===== src/pkg/sanp_pkg.sv =====
// package: register map, field layout and reset values of the partner ability register bank
`default_nettype none
package sanp_pkg;
   localparam int ADDR_W = 24;
   localparam int DATA_W = 16;
   // register addresses as printed (not all multiples of four: plain port, printed offsets)
   localparam logic [23:0] ADDR_PARTNER_ABILITY = 24'h1F0005;
   localparam logic [23:0] ADDR_AUTONEG_EXPANSION = 24'h1F0006;
   localparam logic [23:0] ADDR_DIGITAL_CTRL = 24'h1F8000;
   localparam logic [23:0] ADDR_PCS_CTRL = 24'h1F8001;
   localparam logic [23:0] ADDR_AN_STATUS = 24'h1F0001;
   localparam logic [23:0] ADDR_IRQ_STATUS = 24'h1F8010;
   localparam logic [23:0] ADDR_IRQ_MASK = 24'h1F8011;
   // partner ability fields
   localparam int PA_NEXT_PAGE = 15;
   localparam int PA_ACK = 14;
   localparam int PA_FAULT_HI = 13;
   localparam int PA_FAULT_LO = 12;
   localparam int PA_PAUSE_HI = 8;
   localparam int PA_PAUSE_LO = 7;
   localparam int PA_HALF_DUPLEX = 6;
   localparam int PA_FULL_DUPLEX = 5;
   localparam logic [15:0] PA_USED_MASK = 16'hF1E0;
   // expansion
   localparam int EXP_PAGE_RX = 1;
   // digital control
   localparam int DC_REMOTE_LOOP = 14;
   localparam int DC_POWER_SAVE = 11;
   localparam logic [15:0] DC_RESET = 16'h2400;
   // pcs control
   localparam int PC_MODE_HI = 2;
   localparam int PC_MODE_LO = 1;
   localparam logic [1:0] MODE_SERDES = 2'h0;
   localparam logic [1:0] MODE_SGMII = 2'h2;
   localparam logic [15:0] PC_RESET = 16'h0004;
   localparam logic [15:0] PC_WMASK = 16'h001F;
   // status register
   localparam int ST_AN_DONE = 5;
   localparam logic [15:0] ST_FIXED = 16'h0189;
   // interrupt status bits
   localparam int IRQ_W = 3;
   localparam int IRQ_AN_DONE = 0;
   localparam int IRQ_PAGE_RX = 1;
   localparam int IRQ_ACK_RX = 2;
   localparam logic [2:0] IRQ_RESET = 3'h0;
endpackage
`default_nettype wire


===== src/rtl/sanp_regs.sv =====
// partner ability, expansion and digital control registers of the serial gigabit pcs port
//
// Added by the designer: strobed register access.
`default_nettype none
module sanp_regs
   import sanp_pkg::*;
#(
   parameter int SER_W = 10
) (
   input wire logic clock, // 100 mhz core clock
   input wire logic rst, // async reset, active high
   input wire logic [ADDR_W-1:0] reg_addr, // register address
   input wire logic [DATA_W-1:0] reg_wdata, // write data
   input wire logic reg_wr, // write strobe
   input wire logic reg_rd, // read strobe
   output logic [DATA_W-1:0] reg_rdata, // read data, cycle after strobe
   input wire logic an_page_rx, // pulse: codeword page received
   input wire logic [DATA_W-1:0] an_page_word, // codeword beside an_page_rx
   input wire logic an_complete, // pulse: acknowledge codewords exchanged
   input wire logic an_restart, // pulse: negotiation restarted, partner data stale
   input wire logic [SER_W-1:0] pcs_rx_data, // decoded receive data
   input wire logic [SER_W-1:0] pcs_tx_data, // local transmit data
   output logic [SER_W-1:0] ser_tx_data, // data to serializer
   output logic ser_rx_en, // receiver enable
   output logic ser_tx_en, // transmitter enable
   output logic ser_pll_en, // pll enable
   output logic next_page_en, // local next-page request, never set
   output logic irq // level interrupt
);
   logic [DATA_W-1:0] partner_ff;
   logic [DATA_W-1:0] pending_word_ff;
   // negotiation phase; partner data is trusted only in the done phase
   typedef enum logic [1:0] {
      SANP_IDLE,
      SANP_PAGE,
      SANP_DONE
   } sanp_phase_t;

   sanp_phase_t phase_ff;
   sanp_phase_t nxt_phase;
   logic an_done;
   logic [SER_W-1:0] nxt_tx;
   logic [DATA_W-1:0] nxt_partner;
   logic [DATA_W-1:0] commit_word;
   logic [DATA_W-1:0] status_word;
   logic [DATA_W-1:0] expansion_word;
   logic [IRQ_W-1:0] irq_clear;
   logic power_save;
   logic remote_loop;
   logic wr_dig_ctrl;
   logic wr_pcs_ctrl;
   logic wr_irq_status;
   logic wr_irq_mask;

   // partner fields, named so the rebuilt word below is readable
   logic pa_next_page;
   logic pa_ack;
   logic [1:0] pa_fault;
   logic [1:0] pa_pause;
   logic pa_half;
   logic pa_full;

   logic page_rx_ff;
   logic [DATA_W-1:0] dig_ctrl_ff;
   logic [DATA_W-1:0] pcs_ctrl_ff;
   logic [IRQ_W-1:0] irq_stat_ff;
   logic [IRQ_W-1:0] irq_mask_ff;
   logic [DATA_W-1:0] rdata_ff;
   logic [SER_W-1:0] tx_ff;
   logic [DATA_W-1:0] nxt_rdata;
   logic [DATA_W-1:0] partner_view;
   logic [IRQ_W-1:0] irq_event;
   logic serdes_mode;
   logic exp_read;

   // register strobe decode; every strobe is one cycle, so each hit acts once
   assign exp_read = reg_rd && reg_addr == ADDR_AUTONEG_EXPANSION;
   assign wr_dig_ctrl = reg_wr && reg_addr == ADDR_DIGITAL_CTRL;
   assign wr_pcs_ctrl = reg_wr && reg_addr == ADDR_PCS_CTRL;
   assign wr_irq_status = reg_wr && reg_addr == ADDR_IRQ_STATUS;
   assign wr_irq_mask = reg_wr && reg_addr == ADDR_IRQ_MASK;

   // reserved mode codes count as not 1000BASE-X, so partner fields stay hidden
   assign serdes_mode = pcs_ctrl_ff[PC_MODE_HI:PC_MODE_LO] == MODE_SERDES;
   assign power_save = dig_ctrl_ff[DC_POWER_SAVE];
   assign remote_loop = dig_ctrl_ff[DC_REMOTE_LOOP];

   // newest page kept until completion commits it
   always_ff @(posedge clock or posedge rst) begin
      if (rst) begin
         pending_word_ff <= '0;
      end else if (an_page_rx) begin
         pending_word_ff <= an_page_word;
      end
   end

   // a page in the completing cycle is newer than the held one
   assign commit_word = an_page_rx ? an_page_word : pending_word_ff;

   assign pa_next_page = commit_word[PA_NEXT_PAGE];
   assign pa_ack = commit_word[PA_ACK];
   assign pa_fault = commit_word[PA_FAULT_HI:PA_FAULT_LO];
   assign pa_pause = commit_word[PA_PAUSE_HI:PA_PAUSE_LO];
   assign pa_half = commit_word[PA_HALF_DUPLEX];
   assign pa_full = commit_word[PA_FULL_DUPLEX];

   // reserved bits are rebuilt as zero rather than copied from the line
   always_comb begin
      nxt_partner = '0;
      nxt_partner[PA_NEXT_PAGE] = pa_next_page;
      nxt_partner[PA_ACK] = pa_ack;
      nxt_partner[PA_FAULT_HI:PA_FAULT_LO] = pa_fault;
      nxt_partner[PA_PAUSE_HI:PA_PAUSE_LO] = pa_pause;
      nxt_partner[PA_HALF_DUPLEX] = pa_half;
      nxt_partner[PA_FULL_DUPLEX] = pa_full;
   end

   // partner ability: committed at completion, cleared by restart
   // completion wins over a restart, so a late restart cannot erase fresh data
   always_ff @(posedge clock or posedge rst) begin
      if (rst) begin
         partner_ff <= '0;
      end else if (an_complete) begin
         partner_ff <= nxt_partner;
      end else if (an_restart) begin
         partner_ff <= '0;
      end
   end

   // fields have meaning only in 1000BASE-X mode
   assign partner_view = serdes_mode ? partner_ff : '0;

   always_ff @(posedge clock or posedge rst) begin
      if (rst) begin
         phase_ff <= SANP_IDLE;
      end else begin
         phase_ff <= nxt_phase;
      end
   end

   // completion wins over a restart in the same cycle
   always_comb begin
      nxt_phase = phase_ff;
      case (phase_ff)
         SANP_IDLE: begin
            if (an_complete) begin
               nxt_phase = SANP_DONE;
            end else if (an_page_rx) begin
               nxt_phase = SANP_PAGE;
            end
         end
         SANP_PAGE: begin
            if (an_complete) begin
               nxt_phase = SANP_DONE;
            end else if (an_restart) begin
               nxt_phase = SANP_IDLE;
            end
         end
         SANP_DONE: begin
            // a repeated completion keeps the phase; only a restart leaves it
            if (an_restart && !an_complete) begin
               nxt_phase = SANP_IDLE;
            end
         end
         default: nxt_phase = SANP_IDLE;
      endcase
   end

   // partner data is valid once acknowledge codewords were exchanged
   assign an_done = phase_ff == SANP_DONE;

   // latched high; a page arriving in the reading cycle wins over the clear
   always_ff @(posedge clock or posedge rst) begin
      if (rst) begin
         page_rx_ff <= 1'b0;
      end else if (an_page_rx) begin
         page_rx_ff <= 1'b1;
      end else if (exp_read) begin
         page_rx_ff <= 1'b0;
      end
   end

   always_ff @(posedge clock or posedge rst) begin
      if (rst) begin
         dig_ctrl_ff <= DC_RESET;
      end else if (wr_dig_ctrl) begin
         // reserved bits stay writable; software preserves them
         dig_ctrl_ff <= reg_wdata;
      end
   end

   always_ff @(posedge clock or posedge rst) begin
      if (rst) begin
         pcs_ctrl_ff <= PC_RESET;
      end else if (wr_pcs_ctrl) begin
         pcs_ctrl_ff <= reg_wdata & PC_WMASK;
      end
   end

   // interrupts: sticky, write one to clear, set wins
   always_comb begin
      irq_event[IRQ_AN_DONE] = an_complete;
      irq_event[IRQ_PAGE_RX] = an_page_rx;
      irq_event[IRQ_ACK_RX] = an_complete && pa_ack;
   end

   // clear bits apply only on a write to the status address
   assign irq_clear = wr_irq_status ? reg_wdata[IRQ_W-1:0] : '0;

   generate
      for (genvar i = 0; i < IRQ_W; i++) begin : g_irq
         always_ff @(posedge clock or posedge rst) begin
            if (rst) begin
               irq_stat_ff[i] <= IRQ_RESET[i];
            end else if (irq_event[i]) begin
               irq_stat_ff[i] <= 1'b1;
            end else if (irq_clear[i]) begin
               irq_stat_ff[i] <= 1'b0;
            end
         end
      end
   endgenerate

   always_ff @(posedge clock or posedge rst) begin
      if (rst) begin
         irq_mask_ff <= IRQ_RESET;
      end else if (wr_irq_mask) begin
         irq_mask_ff <= reg_wdata[IRQ_W-1:0];
      end
   end

   assign irq = |(irq_stat_ff & irq_mask_ff);

   // status word: fixed bits plus the completion flag
   always_comb begin
      status_word = ST_FIXED;
      status_word[ST_AN_DONE] = an_done;
   end

   always_comb begin
      expansion_word = '0;
      expansion_word[EXP_PAGE_RX] = page_rx_ff;
   end

   // read mux; unmapped addresses read zero
   always_comb begin
      nxt_rdata = '0;
      case (reg_addr)
         ADDR_PARTNER_ABILITY: begin
            nxt_rdata = partner_view;
         end
         ADDR_AUTONEG_EXPANSION: begin
            nxt_rdata = expansion_word;
         end
         ADDR_DIGITAL_CTRL: begin
            nxt_rdata = dig_ctrl_ff;
         end
         ADDR_PCS_CTRL: begin
            nxt_rdata = pcs_ctrl_ff;
         end
         ADDR_AN_STATUS: begin
            nxt_rdata = status_word;
         end
         ADDR_IRQ_STATUS: begin
            nxt_rdata[IRQ_W-1:0] = irq_stat_ff;
         end
         ADDR_IRQ_MASK: begin
            nxt_rdata[IRQ_W-1:0] = irq_mask_ff;
         end
         default: nxt_rdata = '0;
      endcase
   end

   // read data stands only in the cycle after the strobe
   always_ff @(posedge clock or posedge rst) begin
      if (rst) begin
         rdata_ff <= '0;
      end else if (reg_rd) begin
         rdata_ff <= nxt_rdata;
      end else begin
         rdata_ff <= '0;
      end
   end
   assign reg_rdata = rdata_ff;

   // remote loopback sends receive data back out on the line; power save blanks the line
   // power save is checked first so a looped port also goes quiet
   always_comb begin
      if (power_save) begin
         nxt_tx = '0;
      end else if (remote_loop) begin
         nxt_tx = pcs_rx_data;
      end else begin
         nxt_tx = pcs_tx_data;
      end
   end

   // one register stage keeps the serializer input glitch free
   always_ff @(posedge clock or posedge rst) begin
      if (rst) begin
         tx_ff <= '0;
      end else begin
         tx_ff <= nxt_tx;
      end
   end
   assign ser_tx_data = tx_ff;

   // the pll is left running in power save so the wake-up needs no relock
   assign ser_rx_en = !power_save;
   assign ser_tx_en = !power_save;
   assign ser_pll_en = 1'b1;
   // local side has no next-page support, so no exchange starts
   assign next_page_en = 1'b0;
endmodule
`default_nettype wire


===== config.mk =====
export PLATFORM = sky130hd
export DESIGN_NAME = sanp_regs
export DESIGN_NICKNAME = d
export VERILOG_FILES = /design/src/pkg/sanp_pkg.sv /design/src/rtl/sanp_regs.sv
export SDC_FILE = /design/constraint.sdc
export NUM_CORES = 1
export LEC_CHECK = 0
export BUFFER_PORTS_ARGS = -buffer_cell sky130_fd_sc_hd__buf_4
export CORE_AREA = 2 2 99 101
export DETAILED_ROUTE_END_ITERATION = 8
export DIE_AREA = 0 0 101 103
export SLEW_MARGIN = 20
export SYNTH_ARGS = -nofsm -noshare
export SYNTH_HDL_FRONTEND = slang
export SYNTH_SLANG_ARGS = --single-unit
export TNS_END_PERCENT = 50

===== constraint.sdc =====
create_clock -name clock -period 3.03 [get_ports clock]
set_clock_uncertainty 0.05 [all_clocks]
set_input_delay 0.1515 -clock clock [delete_from_list [all_inputs] [get_ports clock]]
set_output_delay 0.1515 -clock clock [all_outputs]
set_load 0.01 [all_outputs]

After elaboration in Yosys (flattened, before gate mapping)
Index checks and enable logic that the tools add are counted. W data, S select, Z words.

Bits in registers: 88. Input port bits: 83. Output and inout bits: 31. Word-level logic and storage cells: 68.

Equality and inequality tests: 12. Muxes and demuxes: 24. Bitwise logic cells: 1. Reduce and logical (&&, ||, !) cells: 18.

Operators with widths (number): $eq A24 B21 Y1 const B (7); $mux W16 (5); $pmux W13 S4 (1); $pmux W3 S7 (1); $mux W10 (2); $mux W2 (5); $reduce_bool A2 Y1 (5); $mux W1 (8); $logic_and A1 B1 Y1 (7); $ne A3 B3 Y1 const B (2); $pmux W2 S3 (1); $logic_not A2 Y1 (2); $and A3 B3 Y3 (1); $mux W3 (1); $reduce_and A3 Y1 (1); $reduce_or A3 Y1 (1); $eq A2 B1 Y1 const B (1); $eq A2 B2 Y1 const B (1); $logic_not A1 Y1 (2); $ne A2 B1 Y1 const B (1).

Logic depth before layout (Yosys ltp)
Gate-level depths: netlist of the first run.

Depth in word-level cells: 5. Depth in mapped cells: 7. Depth with buffers taken out: 4.

Least setup slack after synthesis of the first run
Ideal clock, no wire load.

Kind: input-to-reg. Start point: input port reg_addr[4]. End point: register dig_ctrl_ff[0]. Arrival: 1.724 ns. Data required time: 2.853 ns. Setup slack: 1.129 ns. Cell stages on the path: 7. Path buffers: 3. Path through: buf_6 -> or4b_4 -> nor3_4 -> and3_1 -> buf_6 -> buf_12 -> mux2_1.

Cells in the longest elaborated chain, start to end: 2.

RTL lines: from (decl) (RTL line sanp_regs.sv:12) `input wire logic [ADDR_W-1:0] reg_addr,`; $eq A24 B21 Y1 (RTL line sanp_regs.sv:78) `assign wr_dig_ctrl = reg_wr && reg_addr == ADDR_DIGITAL_CTRL;`; $logic_and A1 B1 Y1 (RTL line sanp_regs.sv:78); to (signal assigned) (RTL line sanp_regs.sv:188) `dig_ctrl_ff <= reg_wdata;`; to (decl) (RTL line sanp_regs.sv:64) `logic [DATA_W-1:0] dig_ctrl_ff;`.

Every way passes these cells. A chain may end at the register's enable or synchronous reset.

Final worst setup path of the first run
Start point: input port reg_addr[10]. End point: register dig_ctrl_ff[12].

Same word-level chain as after synthesis.

==> out/results.txt, run 1 <==
Status -> complete, but fails checks
Failing checks -> hold timing
Measured slew at the worst slew-check pin -> 0.901 ns
Crit. End Element -> flip-flop
Post-Synth Adder-Cell Area -> 0
Overall global routing resource usage -> 0.155
Drt first pass iters -> 6
Sequential share of the synthesized area -> 0.566
Met1 Track Usage GR -> 0.208
Worst skew pair latency -> 0.34 ns
Critical path fanouts, max -> 12
Post-layout util -> 0.466
Synth unique cells -> 43
Final Hold Vio Count -> 39
Footprint of the multi-input gates -> 1260 sq um
DP HPWL -> 5.44 mm
Mean post-synth cell area -> 12.4 sq um
CTS tree -> built
Cts hold-fix bufs -> 16
Vias per inst -> 4.88
Synth warnings -> 0
Count of final setup violators -> 0
Worst r2r src -> dig_ctrl_ff[14]
Vias -> 2411
Peak supply drop -> 0.000194 V
Max-Cap Viols -> 0
Area contributors post-synth -> dfrtp_1 54%, mux2_2 7.8%, mux2_4 4.2%
Share of the synthesized area in the top cell type -> 0.542
Fin crit period -> 1.89 ns
Mapped Area -> 3190 sq um
RSZ-0062 raised after global routing -> no
Fillers -> 886
Largest net degree at the start of global routing -> 45
Global-route wire length before repair -> 12.2 mm
Origin of the worst setup path -> reg_addr[10]
Gr busiest metal -> met2
Number of DRC markers in iteration 0 -> 63
Combinational family with the most area after synthesis -> multiplexers
Die H -> 103 microns
DIE AREA -> 10400 sq um
Most frequent cells in the layout -> 106 x buf_4, 69 x dfrtp_1, 22 x mux2_2
Post-CTS Setup Inserts -> 0
GR met3 Demand/Resource -> 0.0319
#FFs+latches synth -> 72
Setup CP Type -> input pin to flip-flop
Crit path required time -> 3.20 ns
Startpoint class of the critical path -> input pin
Storage cell area -> 1810 sq um
GR Layer Usage met2 -> 0.251
Final nets -> 458
R2R Setup Slk -> 1.26 ns
Share of cells above drive strength 1 -> 0.424
Register-to-Register Path Depth -> 3
Setup TNS -> 0 ns
Antenna violations before repair -> 0
Number of diodes -> 0
Sequential share of power -> 0.508
Syn_nets -> 340
Htree depth -> 3
Cell Int Power -> 1.53 mW
Logic pwr share -> 0.105
Proportion of synthesized area in mux cells -> 0.172
Root Buffer -> clkbuf_8
Most common cell after layout, fill and taps aside -> buf_4
Synth Area in XOR/XNOR -> 0
Placed Cells -> 461
Placement row count -> 36
GP Congestion -> 0.820
Post-synthesis simple-gate area fraction -> 0.148
Vias in the first global route -> 2424
Fin Hold WS -> -0.0351 ns
Fin. max-slew vios -> 0
CTS Buf Count -> 9
Switching pwr -> 444 uW
Leak Pwr -> 2.09 nW
Compound-Gate Fraction of Synth Area -> 0.0714
Final wirelength -> 7.72 mm
Post-route ant nets -> 0
Gr ovfl total -> 0
Leading area contributor after synthesis -> dfrtp_1
Rel. slew slack -> 0.398
Pwr/cell area -> 448 nW/um^2
Fin crit share -> 0.625
Post-Synthesis Cells -> 257
R2r endpoint -> ser_tx_data[6]
Clk slew on worst S/H paths -> 0.08 ns
Post_cts resized -> 0
Buffers added on ports -> 103
Initial Util -> 0.337
DIE WIDTH -> 101 microns
Layout Cells excl Fill -> 494
Clk pwr share -> 0.386
DRC violations left -> 0
Hold crit path type -> input pin to async pin
Max Root-Sink Buffers -> 2
Crit path DAT -> 2.06 ns
Fmax -> 528 MHz
Boundary pin count -> 114
Area growth from synthesis to layout -> 38.3%
Switching power share of the total -> 0.225
Clk sinks -> 72
Core box area -> 9460 sq um
Wirelength per Cell -> 15.6 microns
metrics by stage:
stage | setup WS (ns) | cell area (sq um) | power, mW
global placement | 0.839 | 4040 | 1.21
CTS | 1.15 | 4400 | 2.00
floorplan | 1.01 | 3190 | 1.10
finish | 1.14 | 4410 | 1.97
detailed placement | 0.809 | 4040 | 1.21
global route | 0.992 | 4410 | 2.07
cell type report:
cell class	count	share of cell area
multi-input combinational	163	0.285
timing repair buffer	124	0.224
tap	114	0.0324
inverter	5	0.00426
clock inverter	3	0.00908
sequential	72	0.410
clock buffer	13	0.0360
cells in the mapped netlist:
master     count
dfrtp_1       69
mux2_2        22
nor2_1        21
nand2_1       14
mux2i_1       11
clkbuf_1       9
mux2_4         9
nand2b_1       9
a21oi_1        7
a22oi_1        7
o21ai_0        7
and2_1         5
and3_1         5
inv_1          5
nand4_1        5
nor4_1         5
a21o_1         4
and4_1         4
nor3_1         4
a22o_1         3
buf_4          3
dfstp_2        3
a32oi_1        2
buf_6          2
conb_1         2
mux4_2         2
nor2b_1        2
a2111oi_0      1
a222oi_1       1
a31oi_1        1
and3b_1        1
and4b_1        1
buf_1          1
buf_12         1
buf_2          1
mux2_1         1
nand3_1        1
nand4b_1       1
nor3_4         1
nor3b_1        1
nor4_4         1
o22ai_1        1
or4b_4         1
power groups by stage:
| stage | sequential (mW) | clock (mW) | combinational [mW] |
|---|---|---|---|
| after detailed placement | 1.02 | 0 | 0.192 |
| after floorplan | 1.02 | 0 | 0.0792 |
| after global routing | 1.01 | 0.837 | 0.230 |
| after global placement | 1.02 | 0 | 0.189 |
| final | 1.00 | 0.763 | 0.208 |
| after CTS | 1.00 | 0.787 | 0.210 |
critical path, cell delays in order:
cell    delay [ns]
buf_4         0.11
nor4_1        0.36
and4_1        0.43
and3_1        0.46
buf_12        0.21
mux2_2        0.34
state kept, by name (all words and copies together), names as in the netlist:
name             flops
phase_ff             2
pcs_ctrl_ff          5
pending_word_ff      8
dig_ctrl_ff         16
irq_stat_ff          3
irq_mask_ff          3
page_rx_ff           1
partner_ff           8
ser_tx_data         10
reg_rdata           16
worst max path at each step:
stage	end	slack, ns
after floorplan	dig_ctrl_ff[0]	1.01
after global placement	dig_ctrl_ff[12]	0.84
after detailed placement	dig_ctrl_ff[12]	0.81
after CTS	dig_ctrl_ff[12]	1.15
after global routing	dig_ctrl_ff[12]	0.99
final	dig_ctrl_ff[12]	1.14
cells by family (layout without fill, tap and decap cells):
| group | after synthesis | count (layout) |
|---|---|---|
| buf+inv | 22 | 145 |
| compound gates | 34 | 34 |
| mux | 45 | 45 |
| other cells | 2 | 2 |
| simple gates | 82 | 82 |
| flops | 72 | 72 |
layer usage:
layer / vias to the layer above / share of wire / wire length (microns)
met4: 0 / 0.016 / 122
met1: 1174 / 0.44 / 3440
met5: - / 0 / 0
met3: 10 / 0.056 / 430
met2: 83 / 0.48 / 3730
li1: 1144 / - / -
Note: power is estimated with default switching activity, not from simulation.
==> run 2: changes to the inputs <==
==> constraint.sdc (replaced) <==
create_clock -name clock -period 1.9 [get_ports clock]
set_clock_uncertainty 0.05 [all_clocks]
set_input_delay 0.095 -clock clock [delete_from_list [all_inputs] [get_ports clock]]
set_output_delay 0.095 -clock clock [all_outputs]
set_load 0.01 [all_outputs]
==> run 2 against run 1 <==
  * The run now ends clean
  * Die area is the same
  * Sequential share of layout area shrank 3.1 points
  * Sequential power grew 60%
  * Core utilization grew 3.9 points
  * Critical path depth shrank 3
  * Via count grew 7.7%
  * Critical endpoint is now ser_tx_data[7]
  * Largest power group unchanged
  * Highest routed layer unchanged
==> out/results.txt, run 2 (synthesis gave the netlist of run 1 again) <==
CTS tree -> built
Vias in the first global route -> 2630
Peak supply drop -> 0.000362 V
Switching pwr -> 756 uW
Setup TNS -> 0 ns
R2R Setup Slk -> 0.25 ns
CP top delay family -> buffers and inverters
Most frequent cells in the layout -> 115 x buf_4, 68 x dfrtp_1, 46 x dlygate4sd3_1
Worst Slack Setup Final -> 0.247 ns
CP Cell Sequence -> mux2i_1 > dlygate4sd3_1 > nor2_1
CTS Buf Count -> 9
Final wirelength -> 8.22 mm
Fin crit share -> 0.870
Vias -> 2597
Post-CTS Setup Inserts -> 0
Placed Cells -> 470
Worst path buffer plus inverter count -> 1
Count of final setup violators -> 0
Leak Pwr -> 2.25 nW
Most common cell after layout, fill and taps aside -> buf_4
Post-route ant nets -> 0
Cell Int Power -> 2.49 mW
Fin. max-slew vios -> 0
Clk sinks -> 72
Slowest CP cell -> dlygate4sd3_1
Fmax -> 605 MHz
Core box area -> 9460 sq um
DIE WIDTH -> 101 microns
Number of diodes -> 0
Antenna violations before repair -> 0
Wirelength per Cell -> 15.4 microns
Setup CP Type -> flip-flop to flip-flop
Final Hold Vio Count -> 0
Crit. End Element -> flip-flop
Clk pwr share -> 0.387
Max Root-Sink Buffers -> 2
DIE AREA -> 10400 sq um
Vias per inst -> 4.88
Fin crit period -> 1.65 ns
Number of DRC markers in iteration 0 -> 96
GP Congestion -> 0.769
Drt first pass iters -> 4
Share of cells above drive strength 1 -> 0.411
Switching power share of the total -> 0.232
Htree depth -> 3
Boundary pin count -> 114
Buffers added on ports -> 103
Crit-path max cell delay -> 0.60 ns
Rel. slew slack -> 0.604
Largest net degree at the start of global routing -> 37
Logic pwr share -> 0.121
DRC violations left -> 0
Initial Util -> 0.337
Status -> finished, final reports clean
Hold crit path type -> input pin to flip-flop
DP HPWL -> 5.55 mm
Max-Cap Viols -> 0
Critical path fanouts, max -> 12
Crit path required time -> 2.07 ns
Final Power -> 3.25 mW
Setup slack after placement -> 0.0360 ns
Gr ovfl total -> 0
Area growth from synthesis to layout -> 49.9%
Pwr/cell area -> 680 nW/um^2
RSZ-0062 raised after global routing -> no
Fillers -> 839
Crit path DAT -> 1.82 ns
Global-route wire length before repair -> 12.9 mm
Worst skew pair latency -> 0.34 ns
Die H -> 103 microns
Measured slew at the worst slew-check pin -> 0.592 ns
Clk slew on worst S/H paths -> 0.08 ns
Sequential share of power -> 0.492
Startpoint class of the critical path -> flip-flop
Overall global routing resource usage -> 0.163
Final nets -> 496
Placement row count -> 36
Root Buffer -> clkbuf_8
Layout Cells excl Fill -> 532
-- run 2: cell types whose count changed in the layout (fill, tap and decap cells not counted), sizes merged --
cell and change:
clkbuf -1, clkinv -1, buf +9, clkinvlp +2
dlygate4sd3 +29
-- run 2: layout make-up --
type,count,area (sq um),share of cell area
clock buffers,12,155,0.0325
multi-input cells,163,1260,0.263
inverters,5,22.5,0.00471
clock inverters,4,51.3,0.0107
repair buffers,162,1340,0.281
well taps,114,143,0.0299
flip-flops and latches,72,1810,0.378
-- run 2: power by group through the flow --
stage	Combinational, mW	Clock (mW)	Sequential [mW]
4_1_cts	0.392	1.30	1.60
6_report	0.392	1.26	1.60
3_3_place_gp	0.312	0	1.63
5_1_grt	0.428	1.36	1.60
2_1_floorplan	0.127	0	1.63
3_5_place_dp	0.316	0	1.63
-- run 2: through the flow --
step	hold slack [ns]	utilization	area, sq um
finish	0.0374	0.505	4780
global route	0.0283	0.505	4780
CTS	0.0191	0.505	4780
detailed placement	0.159	0.435	4110
global placement	0.151	0.435	4110
floorplan	0.180	-	3190
-- run 2: routing by layer --
| metal | share of wire | vias to the layer above | track usage | routed length (microns) |
|---|---|---|---|---|
| met5 | 0 | - | 0 | 0 |
| met4 | 0.029 | 0 | 0.0852 | 240 |
| met3 | 0.047 | 23 | 0.0278 | 390 |
| met2 | 0.50 | 87 | 0.280 | 4140 |
| met1 | 0.42 | 1261 | 0.199 | 3450 |
| li1 | - | 1226 | - | - |
-- run 2: repair_timing --
item                                   in CTS  in global routing
resized for setup                           0                  1
setup endpoints to repair                   0                  2
endpoints found under the hold margin      73                  0
hold buffers                               46                  0
-- run 2: final timing paths --
| kind | start | end | cells after the start |
|---|---|---|---|
| max in group asynchronous | rst | pcs_ctrl_ff[2] | 4 |
| min in group asynchronous | rst | reg_rdata[11] | 3 |
| setup reg to reg | dig_ctrl_ff[14] | ser_tx_data[7] | 3 |
| hold reg to reg | dig_ctrl_ff[0] | dig_ctrl_ff[0] | 1 |
| setup / recovery | dig_ctrl_ff[14] | ser_tx_data[7] | 3 |
| hold / removal | an_complete | phase_ff[0] | 2 |
==> run 3: changes to the inputs <==
--- a/config.mk
+++ b/config.mk
@@ -6,9 +6,9 @@
 export NUM_CORES = 1
 export LEC_CHECK = 0
 export BUFFER_PORTS_ARGS = -buffer_cell sky130_fd_sc_hd__buf_4
-export CORE_AREA = 2 2 99 101
+export CORE_AREA = 2 2 107 109
 export DETAILED_ROUTE_END_ITERATION = 8
-export DIE_AREA = 0 0 101 103
+export DIE_AREA = 0 0 109 111
 export SLEW_MARGIN = 20
 export SYNTH_ARGS = -nofsm -noshare
 export SYNTH_HDL_FRONTEND = slang
==> run 3 against run 2 <==
  * Setup slack worse by 0.14 ns
  * Power is 16% higher
  * Clock power is 40% higher
  * Highest routed layer unchanged
  * Cell count is 5.1% higher
  * Largest cell class unchanged
==> out/results.txt, run 3 (synthesis gave the netlist of run 1 again) <==
Status -> finished, final reports clean
Share of cells above drive strength 1 -> 0.404
Clk sinks -> 72
CTS Buf Count -> 9
Startpoint class of the critical path -> flip-flop
Overall global routing resource usage -> 0.144
Most common cell after layout, fill and taps aside -> buf_4
Setup CP Type -> flip-flop to flip-flop
Hold crit path type -> input pin to flip-flop
Max-Cap Viols -> 0
Final Hold Vio Count -> 0
DIE WIDTH -> 109 microns
R2R Setup Slk -> 0.11 ns
Initial Util -> 0.288
Post_cts resized -> 0
Vias -> 2544
Post-route ant nets -> 0
Core box area -> 11100 sq um
Measured slew at the worst slew-check pin -> 0.597 ns
Wirelength per Cell -> 14.5 microns
Fin. max-slew vios -> 0
Antenna violations before repair -> 0
Crit path DAT -> 1.94 ns
Critical path fanouts, max -> 12
Boundary pin count -> 114
Register-to-Register Path Depth -> 3
Worst Setup EP -> ser_tx_data[2]
Post-CTS Setup Inserts -> 0
Clk slew on worst S/H paths -> 0.05 ns
Worst skew pair latency -> 0.32 ns
Setup TNS -> 0 ns
Leak Pwr -> 2.30 nW
DIE AREA -> 12100 sq um
Root Buffer -> clkbuf_16
Fmax -> 557 MHz
Fin Hold WS -> 0.0209 ns
Number of DRC markers in iteration 0 -> 125
Number of diodes -> 0
Pwr/cell area -> 765 nW/um^2
Fin crit period -> 1.79 ns
Origin of the worst setup path -> dig_ctrl_ff[14]
CTS tree -> built
R2r endpoint -> ser_tx_data[2]
Largest net degree at the start of global routing -> 30
Htree depth -> 3
Worst r2r src -> dig_ctrl_ff[14]
Peak supply drop -> 0.000321 V
Gr ovfl total -> 0
Rel. slew slack -> 0.602
Cts hold-fix bufs -> 45
Vias per inst -> 4.55
Count of final setup violators -> 0
Vias in the first global route -> 2698
Placement row count -> 39
Buffers added on ports -> 103
DP HPWL -> 5.76 mm
Drt first pass iters -> 4
Final wirelength -> 8.12 mm
Most frequent cells in the layout -> 113 x buf_4, 69 x dfrtp_1, 45 x dlygate4sd3_1
Area growth from synthesis to layout -> 54.2%
DRC violations left -> 0
Crit path required time -> 2.04 ns
Global-route wire length before repair -> 13.4 mm
Final nets -> 494
Die H -> 111 microns
GP Congestion -> 0.788
Max Root-Sink Buffers -> 2
Crit. End Element -> flip-flop
Fin crit share -> 0.944
RSZ-0062 raised after global routing -> no
[run 3: changes by cell type in the layout (fill, tap and decap cells not counted)]
cell           previous run  this run
buf_12                    1         2
buf_4                   115       113
bufinv_16                 1         2
clkbuf_1                  1         3
clkbuf_16                 0         9
clkbuf_8                 11         1
clkinvlp_4                2         1
dfrtp_1                  68        69
dfrtp_2                   1         0
dlygate4sd3_1            46        45
inv_6                     1         0
[run 3: worst min path at each step]
stage | endpoint | depth (start not counted) | slack (ns) | startpoint
after CTS | pending_word_ff[14] | 2 | 0.01 | an_page_word[14]
after floorplan | dig_ctrl_ff[0] | 1 | 0.18 | reg_wdata[0]
after global placement | dig_ctrl_ff[5] | 2 | 0.15 | rst
final | pending_word_ff[14] | 2 | 0.02 | an_page_word[14]
after detailed placement | dig_ctrl_ff[5] | 2 | 0.15 | rst
after global routing | pending_word_ff[14] | 2 | 0.009 | an_page_word[14]
[run 3: layout make-up]
cell class / instances / area, sq um
multi-input combinational: 163 / 1260
fill: 999 / 6160
timing repair buffer: 160 / 1340
clock buffer: 13 / 250
clock inverter: 3 / 65.1
tap: 143 / 179
sequential: 72 / 1810
inverter: 5 / 22.5
[run 3: metal layers]
metal | vias up | track usage | share of wire
met5 | - | 0 | 0
met1 | 1243 | 0.186 | 0.44
met3 | 10 | 0.0347 | 0.048
met2 | 67 | 0.228 | 0.50
li1 | 1224 | - | -
met4 | 0 | 0.0607 | 0.019
[run 3: stage by stage]
step / utilization / power, mW / instances / instance area [sq um] / setup WS [ns]
2_1_floorplan: - / 1.76 / 257 / 3190 / 0.0552
3_3_place_gp: 0.375 / 1.94 / 498 / 4150 / 0.0615
3_5_place_dp: 0.375 / 1.95 / 498 / 4150 / 0.0477
4_1_cts: 0.444 / 3.81 / 559 / 4920 / 0.112
5_1_grt: 0.444 / 3.93 / 559 / 4920 / 0.00690
6_report: 0.444 / 3.76 / 559 / 4920 / 0.106
[run 3: worst max-delay path: stages, from the launching register on]
cell           delay (ns)
dfrtp_1              0.72
mux2i_1              0.27
dlygate4sd3_1        0.58
nor2_1               0.04
[run 3: where the power goes]
group / internal, mW / total (mW) / switching [mW]
Clock: 1.18 / 1.77 / 0.584
Sequential: 1.58 / 1.61 / 0.0223
Combinational: 0.232 / 0.387 / 0.155
Total: 3.00 / 3.76 / 0.761
